**src/pkg/rio_map.svh**
```systemverilog
// Offsets, field codes, reset values and timing counts of the I/O line block
`ifndef RIO_MAP_SVH
`define RIO_MAP_SVH
// Parameter identifiers on the command port; lines 0..8 use their number
`define RIO_ID_LINE_LAST  5'h08
`define RIO_ID_FWD_EN     5'h09
`define RIO_ID_SAMP_TX    5'h0a
`define RIO_ID_OUT_LVL    5'h0b
`define RIO_ID_CHG_MASK   5'h0c
`define RIO_ID_SAMP_INT   5'h0d
`define RIO_ID_BOUND_ADR  5'h0e
`define RIO_ID_TMO_BASE   5'h10
`define RIO_ID_PWM_A_FN   5'h18
`define RIO_ID_PWM_B_FN   5'h19
`define RIO_ID_PWM_A_LVL  5'h1a
`define RIO_ID_PWM_B_LVL  5'h1b
`define RIO_ID_PWM_TMO    5'h1c
`define RIO_ID_RSSI_TMR   5'h1d
`define RIO_ID_API_MODE   5'h1e
`define RIO_ID_FORCE      5'h1f
// Line setting codes
`define RIO_CFG_OFF       3'h0
`define RIO_CFG_SPECIAL   3'h1
`define RIO_CFG_ADC       3'h2
`define RIO_CFG_DI        3'h3
`define RIO_CFG_DO_LO     3'h4
`define RIO_CFG_DO_HI     3'h5
`define RIO_CFG_TXEN_LO   3'h6
`define RIO_CFG_TXEN_HI   3'h7
// PWM pin functions and API modes
`define RIO_PWM_OFF       2'h0
`define RIO_PWM_RSSI      2'h1
`define RIO_PWM_OUT       2'h2
`define RIO_API_ESC       2'h2
// Reset values, the wildcard source address and the PWM maximum level
`define RIO_RST_LINE7     3'h1
`define RIO_RST_LINE5     3'h1
`define RIO_RST_FWD_EN    1'h1
`define RIO_RST_SAMP_TX   8'h01
`define RIO_RST_TMO       8'hff
`define RIO_RST_PWM_A_FN  2'h1
`define RIO_RST_RSSI_TMR  8'h28
`define RIO_RST_BOUND     64'hffff_ffff_ffff_ffff
`define RIO_ANY_SOURCE    64'h0000_0000_0000_ffff
`define RIO_PWM_MAX       10'h3ff
// Timing: clock period, unit times and derived cycle counts
`define RIO_CLK_NS        5
`define RIO_MS_NS         1000000
`define RIO_TMO_UNIT_MS   100
`define RIO_MS_CYCLES     (`RIO_MS_NS / `RIO_CLK_NS)
`define RIO_TMO_CYCLES    (`RIO_TMO_UNIT_MS * `RIO_MS_CYCLES)
`endif

```
**src/pkg/rio_pkg.sv**
```systemverilog
// Types shared by the I/O line block
`default_nettype none
package rio_pkg;
  typedef logic [2:0] rio_cfg_t;
  // Change-detect sequencer, one-hot
  typedef enum logic [2:0] {
    RIO_IDLE  = 3'b001,
    RIO_FLUSH = 3'b010,
    RIO_SEND  = 3'b100
  } rio_chg_t;
endpackage : rio_pkg
`default_nettype wire

```
**src/rtl/rio_line_ctrl.sv**
```systemverilog
// I/O line role control, sampling, line passing and PWM outputs
`timescale 1ns/100ps
`default_nettype none
`include "rio_map.svh"
module rio_line_ctrl
  import rio_pkg::*;
#(
  parameter int unsigned MS_CYCLES  = `RIO_MS_CYCLES,
  parameter int unsigned TMO_CYCLES = `RIO_TMO_CYCLES
) (
  input  wire logic        clock,
  input  wire logic        rst,
  input  wire logic        cmd_valid,
  input  wire logic        cmd_write,
  input  wire logic [4:0]  cmd_id,
  input  wire logic [63:0] cmd_wdata,
  output logic             resp_valid,
  output logic             resp_error,
  output logic [63:0]      resp_rdata,
  input  wire logic [8:0]  line_in,
  input  wire logic [59:0] adc_in,
  output logic [7:0]       line_out,
  output logic [7:0]       line_oe,
  input  wire logic        associated,
  input  wire logic        serial_rx_full,
  input  wire logic        serial_tx_active,
  output logic             rts_hold,
  output logic [1:0]       api_mode,
  input  wire logic        rx_pkt_valid,
  input  wire logic [9:0]  rx_rssi,
  input  wire logic        rx_io_valid,
  input  wire logic [63:0] rx_io_src,
  input  wire logic [7:0]  rx_io_dout,
  input  wire logic        rx_io_pwm_valid,
  input  wire logic [19:0] rx_io_pwm,
  output logic             fwd_valid,
  output logic             fwd_escaped,
  output logic [7:0]       fwd_dio,
  output logic             sample_valid,
  output logic             sample_forced,
  output logic             sample_dig_only,
  output logic [8:0]       sample_dio,
  output logic [59:0]      sample_adc,
  output logic             tx_send,
  output logic [1:0]       pwm_out
);

  // Stored parameters
  rio_cfg_t    cfg_q [9];
  logic        fwd_en_q;
  logic [7:0]  samp_tx_q;
  logic [7:0]  chg_mask_q;
  logic [15:0] samp_int_q;
  logic [63:0] bound_q;
  logic [7:0]  tmo_q [8];
  logic [1:0]  pwm_fn_q [2];
  logic [9:0]  pwm_lvl_q [2];
  logic [7:0]  pwm_tmo_q;
  logic [7:0]  rssi_tmr_q;
  logic [1:0]  api_q;
  logic [7:0]  io_lvl_q;

  // Command decode
  wire wr      = cmd_valid & cmd_write;
  wire is_line = cmd_id <= `RIO_ID_LINE_LAST;
  wire is_tmo  = cmd_id[4:3] == 2'b10;
  wire [3:0] line_sel = cmd_id[3:0];
  wire [2:0] v3 = cmd_wdata[2:0];
  wire hi_zero3  = cmd_wdata[63:3] == '0;
  wire hi_zero8  = cmd_wdata[63:8] == '0;
  wire hi_zero16 = cmd_wdata[63:16] == '0;

  // Allowed setting per line; others are refused
  function automatic logic cfg_ok(input logic [3:0] n, input logic [2:0] v);
    logic dio;
    dio = (v == `RIO_CFG_DI) || (v == `RIO_CFG_DO_LO) || (v == `RIO_CFG_DO_HI);
    if (n == 4'd8) cfg_ok = (v == `RIO_CFG_OFF) || (v == `RIO_CFG_DI);
    else if (n == 4'd7) cfg_ok = v != `RIO_CFG_ADC;
    else if (n == 4'd6) cfg_ok = (v <= `RIO_CFG_SPECIAL) || dio;
    else if (n == 4'd5) cfg_ok = v <= `RIO_CFG_DO_HI;
    else cfg_ok = (v == `RIO_CFG_OFF) || (v == `RIO_CFG_ADC) || dio;
  endfunction : cfg_ok

  // Range check of each write; unknown identifiers are refused too
  wire val_ok =
    is_line ? (hi_zero3 && cfg_ok(line_sel, v3)) :
    (cmd_id == `RIO_ID_FWD_EN)  ? (cmd_wdata[63:1] == '0) :
    (cmd_id == `RIO_ID_SAMP_TX) ? (hi_zero8 && cmd_wdata[7:0] != 8'h00) :
    (cmd_id == `RIO_ID_OUT_LVL || cmd_id == `RIO_ID_CHG_MASK || is_tmo ||
     cmd_id == `RIO_ID_PWM_TMO || cmd_id == `RIO_ID_RSSI_TMR) ? hi_zero8 :
    (cmd_id == `RIO_ID_SAMP_INT) ? hi_zero16 :
    (cmd_id == `RIO_ID_BOUND_ADR) ? 1'b1 :
    (cmd_id == `RIO_ID_PWM_A_FN || cmd_id == `RIO_ID_PWM_B_FN ||
     cmd_id == `RIO_ID_API_MODE) ? (cmd_wdata[63:2] == '0 &&
                                    cmd_wdata[1:0] <= 2'h2) :
    (cmd_id == `RIO_ID_PWM_A_LVL || cmd_id == `RIO_ID_PWM_B_LVL) ?
      (cmd_wdata[63:10] == '0) : 1'b0;
  wire wr_ok = wr && val_ok && (cmd_id != `RIO_ID_FORCE);

  // Enabled inputs, used by every sample kind
  logic [8:0] di_en;
  logic [5:0] adc_en;
  logic [59:0] sample_adc_d;
  genvar g;
  for (g = 0; g < 9; g++) begin : g_en
    assign di_en[g] = cfg_q[g] == `RIO_CFG_DI;
    if (g < 6) begin : g_adc
      assign adc_en[g] = cfg_q[g] == `RIO_CFG_ADC;
      assign sample_adc_d[g*10 +: 10] = adc_en[g] ? adc_in[g*10 +: 10]
                                                  : 10'h000;
    end
  end
  wire any_in = (di_en != 9'h000) || (adc_en != 6'h00);
  wire force_cmd = cmd_valid && !cmd_write && cmd_id == `RIO_ID_FORCE;

  // Address filter for received I/O packets
  wire bound_block = bound_q == `RIO_RST_BOUND;
  wire bound_any   = bound_q == `RIO_ANY_SOURCE;
  wire accept = !bound_block && (bound_any || bound_q == rx_io_src);
  wire io_take  = rx_io_valid && accept;
  wire pwm_take = rx_io_pwm_valid && accept;

  // Millisecond and 100 ms ticks; long counts are parameters
  logic [31:0] ms_cnt_q, tmo_cnt_q;
  wire ms_tick  = ms_cnt_q == 32'(MS_CYCLES - 1);
  wire tmo_tick = tmo_cnt_q == 32'(TMO_CYCLES - 1);
  always_ff @(posedge clock) begin
    ms_cnt_q  <= (rst || ms_tick) ? 32'h0 : ms_cnt_q + 32'h1;
    tmo_cnt_q <= (rst || tmo_tick) ? 32'h0 : tmo_cnt_q + 32'h1;
  end

  // Parameter storage; a line setting also reloads its command level
  for (g = 0; g < 9; g++) begin : g_cfg
    wire hit = wr_ok && is_line && line_sel == 4'(g);
    always_ff @(posedge clock) begin
      if (rst) cfg_q[g] <= (g == 7) ? `RIO_RST_LINE7 :
                           (g == 5) ? `RIO_RST_LINE5 : `RIO_CFG_OFF;
      else if (hit) cfg_q[g] <= v3;
    end
  end
  always_ff @(posedge clock) begin
    if (rst) begin
      fwd_en_q   <= `RIO_RST_FWD_EN;
      samp_tx_q  <= `RIO_RST_SAMP_TX;
      chg_mask_q <= 8'h00;
      samp_int_q <= 16'h0000;
      bound_q    <= `RIO_RST_BOUND;
      pwm_fn_q[0] <= `RIO_RST_PWM_A_FN;
      pwm_fn_q[1] <= `RIO_PWM_OFF;
      pwm_tmo_q  <= `RIO_RST_TMO;
      rssi_tmr_q <= `RIO_RST_RSSI_TMR;
      api_q      <= 2'h0;
    end else if (wr_ok) begin
      if (cmd_id == `RIO_ID_FWD_EN)    fwd_en_q   <= cmd_wdata[0];
      if (cmd_id == `RIO_ID_SAMP_TX)   samp_tx_q  <= cmd_wdata[7:0];
      if (cmd_id == `RIO_ID_CHG_MASK)  chg_mask_q <= cmd_wdata[7:0];
      if (cmd_id == `RIO_ID_SAMP_INT)  samp_int_q <= cmd_wdata[15:0];
      if (cmd_id == `RIO_ID_BOUND_ADR) bound_q    <= cmd_wdata;
      if (cmd_id == `RIO_ID_PWM_A_FN)  pwm_fn_q[0] <= cmd_wdata[1:0];
      if (cmd_id == `RIO_ID_PWM_B_FN)  pwm_fn_q[1] <= cmd_wdata[1:0];
      if (cmd_id == `RIO_ID_PWM_TMO)   pwm_tmo_q  <= cmd_wdata[7:0];
      if (cmd_id == `RIO_ID_RSSI_TMR)  rssi_tmr_q <= cmd_wdata[7:0];
      if (cmd_id == `RIO_ID_API_MODE)  api_q      <= cmd_wdata[1:0];
    end
  end

  // Per-output line passing with its own timeout
  logic [7:0] pass_act_q, pass_lvl_q;
  logic [7:0] pass_cnt_q [8];
  for (g = 0; g < 8; g++) begin : g_pass
    wire is_do   = cfg_q[g] == `RIO_CFG_DO_LO || cfg_q[g] == `RIO_CFG_DO_HI;
    wire dflt    = cfg_q[g] == `RIO_CFG_DO_HI;
    wire cfg_hit = wr_ok && is_line && line_sel == 4'(g);
    wire tmo_hit = wr_ok && is_tmo && cmd_id[2:0] == 3'(g);
    wire lvl_hit = wr_ok && cmd_id == `RIO_ID_OUT_LVL;
    always_ff @(posedge clock) begin
      if (rst) tmo_q[g] <= `RIO_RST_TMO;
      else if (tmo_hit) tmo_q[g] <= cmd_wdata[7:0];
    end
    // Command-mode level, re-seeded when the line setting changes
    always_ff @(posedge clock) begin
      if (rst) io_lvl_q[g] <= 1'b0;
      else if (cfg_hit) io_lvl_q[g] <= v3 == `RIO_CFG_DO_HI;
      else if (lvl_hit) io_lvl_q[g] <= cmd_wdata[g];
    end
    // Every accepted packet reloads the timer; expiry restores the command level
    always_ff @(posedge clock) begin
      if (rst || cfg_hit || !is_do) begin
        pass_act_q[g] <= 1'b0;
        pass_lvl_q[g] <= 1'b0;
        pass_cnt_q[g] <= 8'h00;
      end else if (io_take) begin
        pass_lvl_q[g] <= rx_io_dout[g];
        pass_act_q[g] <= rx_io_dout[g] != dflt;
        pass_cnt_q[g] <= tmo_q[g];
      end else if (pass_act_q[g] && tmo_tick) begin
        if (pass_cnt_q[g] == 8'h00) pass_act_q[g] <= 1'b0;
        else pass_cnt_q[g] <= pass_cnt_q[g] - 8'h01;
      end
    end
  end

  // Line drivers; the association blink uses the 100 ms tick
  logic blink_q;
  always_ff @(posedge clock) begin
    if (rst || !associated) blink_q <= 1'b0;
    else if (tmo_tick) blink_q <= !blink_q;
  end
  logic [7:0] out_d, oe_d;
  for (g = 0; g < 8; g++) begin : g_drv
    wire lvl = pass_act_q[g] ? pass_lvl_q[g] : io_lvl_q[g];
    wire do_mode = cfg_q[g] == `RIO_CFG_DO_LO || cfg_q[g] == `RIO_CFG_DO_HI;
    wire sp = cfg_q[g] == `RIO_CFG_SPECIAL;
    if (g == 7) begin : g_l7
      // Clear-to-send is active low: high asks the host to hold off
      assign oe_d[g]  = do_mode || sp || cfg_q[g][2:1] == 2'b11;
      assign out_d[g] = do_mode ? lvl : sp ? serial_rx_full :
                        (cfg_q[g] == `RIO_CFG_TXEN_HI) ? serial_tx_active
                                                       : !serial_tx_active;
    end else if (g == 5) begin : g_l5
      assign oe_d[g]  = do_mode || sp;
      assign out_d[g] = do_mode ? lvl : (sp && blink_q);
    end else begin : g_lx
      assign oe_d[g]  = do_mode;
      assign out_d[g] = do_mode && lvl;
    end
  end
  always_ff @(posedge clock) begin
    line_out <= rst ? 8'h00 : out_d;
    line_oe  <= rst ? 8'h00 : oe_d;
    rts_hold <= !rst && cfg_q[6] == `RIO_CFG_SPECIAL && line_in[6];
  end
  assign api_mode = api_q;

  // PWM levels: both pins share one timeout, started only by passed levels
  logic       pwm_act_q, rssi_act_q;
  logic [7:0] pwm_cnt_q, rssi_cnt_q;
  logic [9:0] rssi_q, pwm_phase_q;
  wire pwm_nz = rx_io_pwm != 20'h00000;
  wire pwm_exp = pwm_act_q && tmo_tick && pwm_cnt_q == 8'h00;
  for (g = 0; g < 2; g++) begin : g_pwm
    wire hit = wr_ok && cmd_id == 5'(`RIO_ID_PWM_A_LVL + g);
    // A packet landing on the expiry tick wins, so its level is kept
    always_ff @(posedge clock) begin
      if (rst) pwm_lvl_q[g] <= 10'h000;
      else if (pwm_take) pwm_lvl_q[g] <= rx_io_pwm[g*10 +: 10];
      else if (pwm_exp) pwm_lvl_q[g] <= 10'h000;
      else if (hit) pwm_lvl_q[g] <= cmd_wdata[9:0];
    end
    wire duty = (pwm_fn_q[g] == `RIO_PWM_OUT && pwm_phase_q < pwm_lvl_q[g]) ||
                (pwm_fn_q[g] == `RIO_PWM_RSSI && rssi_act_q &&
                 pwm_phase_q < rssi_q);
    always_ff @(posedge clock) pwm_out[g] <= !rst && duty;
  end
  always_ff @(posedge clock) begin
    if (rst) begin
      pwm_act_q <= 1'b0;
      pwm_cnt_q <= 8'h00;
    end else if (pwm_take) begin
      pwm_act_q <= pwm_nz;
      pwm_cnt_q <= pwm_tmo_q;
    end else if (pwm_exp) pwm_act_q <= 1'b0;
    else if (pwm_act_q && tmo_tick) pwm_cnt_q <= pwm_cnt_q - 8'h01;
  end
  // Signal-strength duty follows every packet until its timer runs out
  always_ff @(posedge clock) begin
    pwm_phase_q <= rst ? 10'h000 : pwm_phase_q + 10'h001;
    if (rst) begin
      rssi_act_q <= 1'b0;
      rssi_cnt_q <= 8'h00;
      rssi_q     <= 10'h000;
    end else if (rx_pkt_valid) begin
      rssi_act_q <= 1'b1;
      rssi_cnt_q <= rssi_tmr_q;
      rssi_q     <= rx_rssi;
    end else if (rssi_act_q && tmo_tick) begin
      if (rssi_cnt_q == 8'h00) rssi_act_q <= 1'b0;
      else rssi_cnt_q <= rssi_cnt_q - 8'h01;
    end
  end

  // Received I/O data goes out as an API frame whatever the API mode
  always_ff @(posedge clock) begin
    fwd_valid   <= !rst && rx_io_valid && fwd_en_q;
    fwd_escaped <= !rst && api_q == `RIO_API_ESC;
    fwd_dio     <= rst ? 8'h00 : rx_io_dout;
  end

  // Change detect: flush the queue, then a digital-only sample
  rio_chg_t    st_q;
  logic [7:0]  prev_q, samp_n_q;
  logic [15:0] int_cnt_q;
  wire [7:0] chg = (line_in[7:0] ^ prev_q) & chg_mask_q & di_en[7:0];
  wire per_due = samp_int_q != 16'h0000 && ms_tick &&
                 int_cnt_q + 16'h0001 >= samp_int_q;
  wire per_take = st_q == RIO_IDLE && chg == 8'h00 && per_due && any_in;
  wire batch_full = samp_n_q + 8'h01 >= samp_tx_q;
  always_ff @(posedge clock) begin
    prev_q <= rst ? 8'h00 : line_in[7:0];
    if (rst || samp_int_q == 16'h0000 || per_due) int_cnt_q <= 16'h0000;
    else if (ms_tick) int_cnt_q <= int_cnt_q + 16'h0001;
  end
  always_ff @(posedge clock) begin
    if (rst) st_q <= RIO_IDLE;
    else begin
      case (st_q)
        RIO_IDLE:  if (chg != 8'h00) st_q <= RIO_FLUSH;
        RIO_FLUSH: st_q <= RIO_SEND;
        RIO_SEND:  st_q <= RIO_IDLE;
        default:   st_q <= RIO_IDLE;
      endcase
    end
  end
  // Sample output and batch counter
  always_ff @(posedge clock) begin
    if (rst) begin
      sample_valid <= 1'b0;
      sample_forced <= 1'b0;
      sample_dig_only <= 1'b0;
      sample_dio <= 9'h000;
      sample_adc <= 60'h0;
      tx_send <= 1'b0;
      samp_n_q <= 8'h00;
    end else begin
      sample_valid <= per_take || st_q == RIO_SEND || (force_cmd && any_in);
      sample_forced <= force_cmd && any_in;
      sample_dig_only <= st_q == RIO_SEND;
      sample_dio <= line_in & di_en;
      sample_adc <= (st_q == RIO_SEND) ? 60'h0 : sample_adc_d;
      tx_send <= (st_q == RIO_FLUSH && samp_n_q != 8'h00) ||
                 st_q == RIO_SEND || (per_take && batch_full);
      if (st_q == RIO_FLUSH || (per_take && batch_full)) samp_n_q <= 8'h00;
      else if (per_take) samp_n_q <= samp_n_q + 8'h01;
    end
  end

  // Command answer one cycle after the request
  logic [63:0] rd_d;
  assign rd_d =
    is_line ? {61'h0, cfg_q[line_sel]} :
    (cmd_id == `RIO_ID_FWD_EN)    ? {63'h0, fwd_en_q} :
    (cmd_id == `RIO_ID_SAMP_TX)   ? {56'h0, samp_tx_q} :
    (cmd_id == `RIO_ID_CHG_MASK)  ? {56'h0, chg_mask_q} :
    (cmd_id == `RIO_ID_SAMP_INT)  ? {48'h0, samp_int_q} :
    (cmd_id == `RIO_ID_BOUND_ADR) ? bound_q :
    is_tmo                        ? {56'h0, tmo_q[cmd_id[2:0]]} :
    (cmd_id == `RIO_ID_PWM_A_FN)  ? {62'h0, pwm_fn_q[0]} :
    (cmd_id == `RIO_ID_PWM_B_FN)  ? {62'h0, pwm_fn_q[1]} :
    (cmd_id == `RIO_ID_PWM_A_LVL) ? {54'h0, pwm_lvl_q[0]} :
    (cmd_id == `RIO_ID_PWM_B_LVL) ? {54'h0, pwm_lvl_q[1]} :
    (cmd_id == `RIO_ID_PWM_TMO)   ? {56'h0, pwm_tmo_q} :
    (cmd_id == `RIO_ID_RSSI_TMR)  ? {56'h0, rssi_tmr_q} :
    (cmd_id == `RIO_ID_API_MODE)  ? {62'h0, api_q} :
    force_cmd                     ? {55'h0, line_in & di_en} : 64'h0;
  // Reads of the write-only level and of unknown identifiers are errors
  wire rd_bad = !cmd_write && (cmd_id == `RIO_ID_OUT_LVL ||
                (cmd_id[4:3] == 2'b01 && cmd_id > `RIO_ID_BOUND_ADR) ||
                (force_cmd && !any_in));
  always_ff @(posedge clock) begin
    resp_valid <= !rst && cmd_valid;
    resp_error <= !rst && cmd_valid &&
                  (cmd_write ? !wr_ok : rd_bad);
    resp_rdata <= (rst || cmd_write) ? 64'h0 : rd_d;
  end
endmodule : rio_line_ctrl
`default_nettype wire

```
**config.mk**
```make
export PLATFORM = sky130hd
export DESIGN_NAME = rio_line_ctrl
export DESIGN_NICKNAME = d
export VERILOG_FILES = /design/src/pkg/rio_pkg.sv /design/src/rtl/rio_line_ctrl.sv
export VERILOG_INCLUDE_DIRS = /design/src /design/src/pkg
export SDC_FILE = /design/constraint.sdc
export NUM_CORES = 1
export LEC_CHECK = 0
export BUFFER_PORTS_ARGS = -buffer_cell sky130_fd_sc_hd__buf_4
export CAP_MARGIN = 10
export CORE_AREA = 2 2 209 262
export DETAILED_ROUTE_END_ITERATION = 7
export DIE_AREA = 0 0 211 264
export PLACE_DENSITY = 0.85
export SETUP_SLACK_MARGIN = 0.1
export SYNTH_ARGS = -nofsm -noshare
export SYNTH_HDL_FRONTEND = slang
export SYNTH_SLANG_ARGS = --single-unit
export TNS_END_PERCENT = 5
```
**constraint.sdc**
```tcl
create_clock -name clock -period 4.4 [get_ports clock]
set_input_delay 0.22 -clock clock [delete_from_list [all_inputs] [get_ports clock]]
set_output_delay 0.22 -clock clock [all_outputs]
set_load 0.02 [all_outputs]
```
==> metrics.yaml <==
ios: 420
die_w_um: 211
place.gp.congestion: 1.013
numPortBuffers: 419
power.density_nw_per_um2: 345.5
grt_first_pass_wirelength_um: 146200
cts_made_buffers: 60
synth_top_cell_by_area: "dfxtp_1"
antenna_found_initial: 6
nets: 3833
rr_startpoint: "int_cnt_q[5]"
drive_above_1_share_pct: 17.40
tightest_slew_ns: 1.175
drtIter0Drc: 2741
grt_usage_pct: 34.39
p_switching_w: 0.003048
arrival_ns: 4.74
wl_per_cell_um: 23.10
start_util_pct: 54.25
hold_violations: 0
synthTopCellsByCount: "dfxtp_1, nor2_1, nand2_1"
die_h_um: 264
leakage_nw: 14.56
p_clk_share_pct: 41.8
finalClockSkew_ns: 0.02135
p_sw_share_pct: 24.22
setup.worst_path.start: "cmd_wdata[13]"
finalWirelength_um: 97970
max-clock-path-buffers: 3
nFillCells: 3920
num_rows: 95
hp-class: "in -> reg"
hpwl_um: 70270
ys_seq_elements: 624
crit_end: "pwm_lvl_q[1][9]"
start_kind: "primary input"
area_growth_pct: 25.82
status: "complete, no violations"
grt_max_degree: 110
core_area_um2: 53370
cts_root_buf: "clkbuf_16"
synth-edff-count: 179
maxSlewViolCount: 0
cts_resized: 0
yosysSeqAreaShare_pct: 49.33
clock_sinks: 624
path_class: "in -> reg"
seq_area_um2: 14280
p_comb_share_pct: 9.3
place_inst: 3947
r2r_end: "samp_n_q[2]"
fmax_mhz: 235.9
setup_violations: 0
avgSynthCellArea_um2: 9.798
first_pass_iters: 6
fin_tns_setup_ns: 0
hold_path.startpoint: "cmd_wdata[7]"
htreeDepth: 2
rsz0062_at_grt: "false"
vias: 25640
viasPerCell: 6.043
cts_setup_buffers: 0
cp_data_required_time_ns: 4.90
synth_top_cell_area_share_pct: 30.77
synth-async-reset-ratio_pct: 0
synthCells: 2955
post-route-period-util_pct: 96.35
p_int_w: 0.009537
overflow: 0
drtAntennaViolNets: 0
multi_input_area_um2: 13710
crit_fanout: 10
synth_warnings: 0
ir_worst_vdd_mv: 0.3212
netlist_area_um2: 28950
p_seq_share_pct: 48.9
ys_types: 87
synthMostInstantiatedCell: "dfxtp_1"
cts_tree: "yes"
cts.clk_slew.worst_paths_ns: 0.07
syn_nets: 3281
drv_cap: 0
die_area_um2: 55700
fin_crit_ns: 4.240
drc: 0
grt_pass1_vias: 25310
reg2reg_depth: 15
reg2reg_slack_ns: 0.47
final_cell_count_no_fill: 4242
max_slew_margin_pct: 21.09
clock_latency_ns: 0.64
synthFlopType: "dfxtp_1"
synth_area_leaders: "dfxtp_1, edfxtp_1, xor2_1"
setup.worst_path.end_class: "flip-flop"
[critical path: stages]
cell,delay [ns]
dlygate4sd3_1,0.57
buf_4,0.15
nor4_1,0.52
nand3_1,0.29
nor4_1,0.65
buf_4,0.25
and4_1,0.30
nand2_2,0.26
nand2_2,0.31
and3_1,0.44
a22o_1,0.21
dlygate4sd3_1,0.56
[placed cells by master, fill, tap and decap left out, types with 81 or more instances in the layout]
master           n
dfxtp_1        445
o21ai_0         81
xor2_1         153
nand3_1         97
dlygate4sd3_1  176
nor2_1         325
a21oi_1        125
nor3_1         125
edfxtp_1       179
and2_1         132
inv_1           91
nand2_1        199
buf_4          454
[stage by stage]
stage          hold WS (ns)  total power, W  area, µm²  setup slack (ns)  util, %
2_1_floorplan        0.2921        0.006772      28950            0.7283        -
5_1_grt             0.03413         0.01289      36420            0.1406    68.24
4_1_cts            0.003755         0.01258      36410            0.3972    68.22
6_report            0.04259         0.01258      36430            0.1605    68.25
3_5_place_dp         0.4240        0.007269      32660            0.4872    61.19
3_3_place_gp         0.4215        0.007251      32660            0.5718    61.19
[kinds of logic after synthesis]
family | synth area share, %
XOR/XNOR | 7.048
flip-flops | 49.33
other | 0.01295
multiplexers | 4.317
buffers and inverters | 3.366
AO/OA/AOI/OAI | 10.47
AND/OR/NAND/NOR | 22.13
adder cells (fa/ha/maj) | 3.319
[how the worst min path moves through the flow]
stage | slack (ns) | end | depth (start not counted)
after floorplan | 0.29 | resp_rdata[2] | 1
after global placement | 0.42 | sample_adc[37] | 2
after detailed placement | 0.42 | sample_adc[47] | 2
after CTS | 0.004 | samp_int_q[7] | 3
after global routing | 0.03 | samp_int_q[7] | 3
final | 0.04 | samp_int_q[7] | 3
[power groups by stage]
| stage | logic, W | clock network (W) | registers [W] |
|---|---|---|---|
| floorplan | 0.000518 | 0 | 0.00625 |
| global placement | 0.000988 | 0 | 0.00626 |
| detailed placement | 0.00100 | 0 | 0.00627 |
| CTS | 0.00114 | 0.00529 | 0.00614 |
| global route | 0.00124 | 0.00549 | 0.00616 |
| finish | 0.00118 | 0.00526 | 0.00615 |
[registers in the layout, indices dropped and copies added, names as in the netlist, 16 cells and up]
signal and count:
bound_q 64, cfg_q 27, int_cnt_q 16, ms_cnt_q 32, pass_cnt_q 64, pwm_lvl_q 20, resp_rdata 64, samp_int_q 16
sample_adc 60, tmo_cnt_q 32, tmo_q 64
[per-layer routing]
layer  up-vias  GRT usage (%)  part of all wire, %
met2      1555          58.07                   48
met3       451          8.595                  9.8
li1      11660              -                    -
met4         6          25.35                  8.7
met1     11960          37.26                   34
met5         -              0                0.046
[timing repair]
action	4_1_cts	5_1_grt
endpoints found under the hold margin	200	0
setup endpoints to repair	0	0
hold buffers	176	0
[final cells by class]
class / count / area share, %
Inverter: 93 / 0.9583
Clock buffer: 95 / 5.039
Clock inverter: 18 / 0.4259
Timing Repair Buffer: 634 / 14.36
Tap cell: 679 / 2.332
Multi-Input combinational cell: 2094 / 37.64
Antenna cell: 5 / 0.03435
Sequential cell: 624 / 39.21
(Power assumes the default switching activity.)
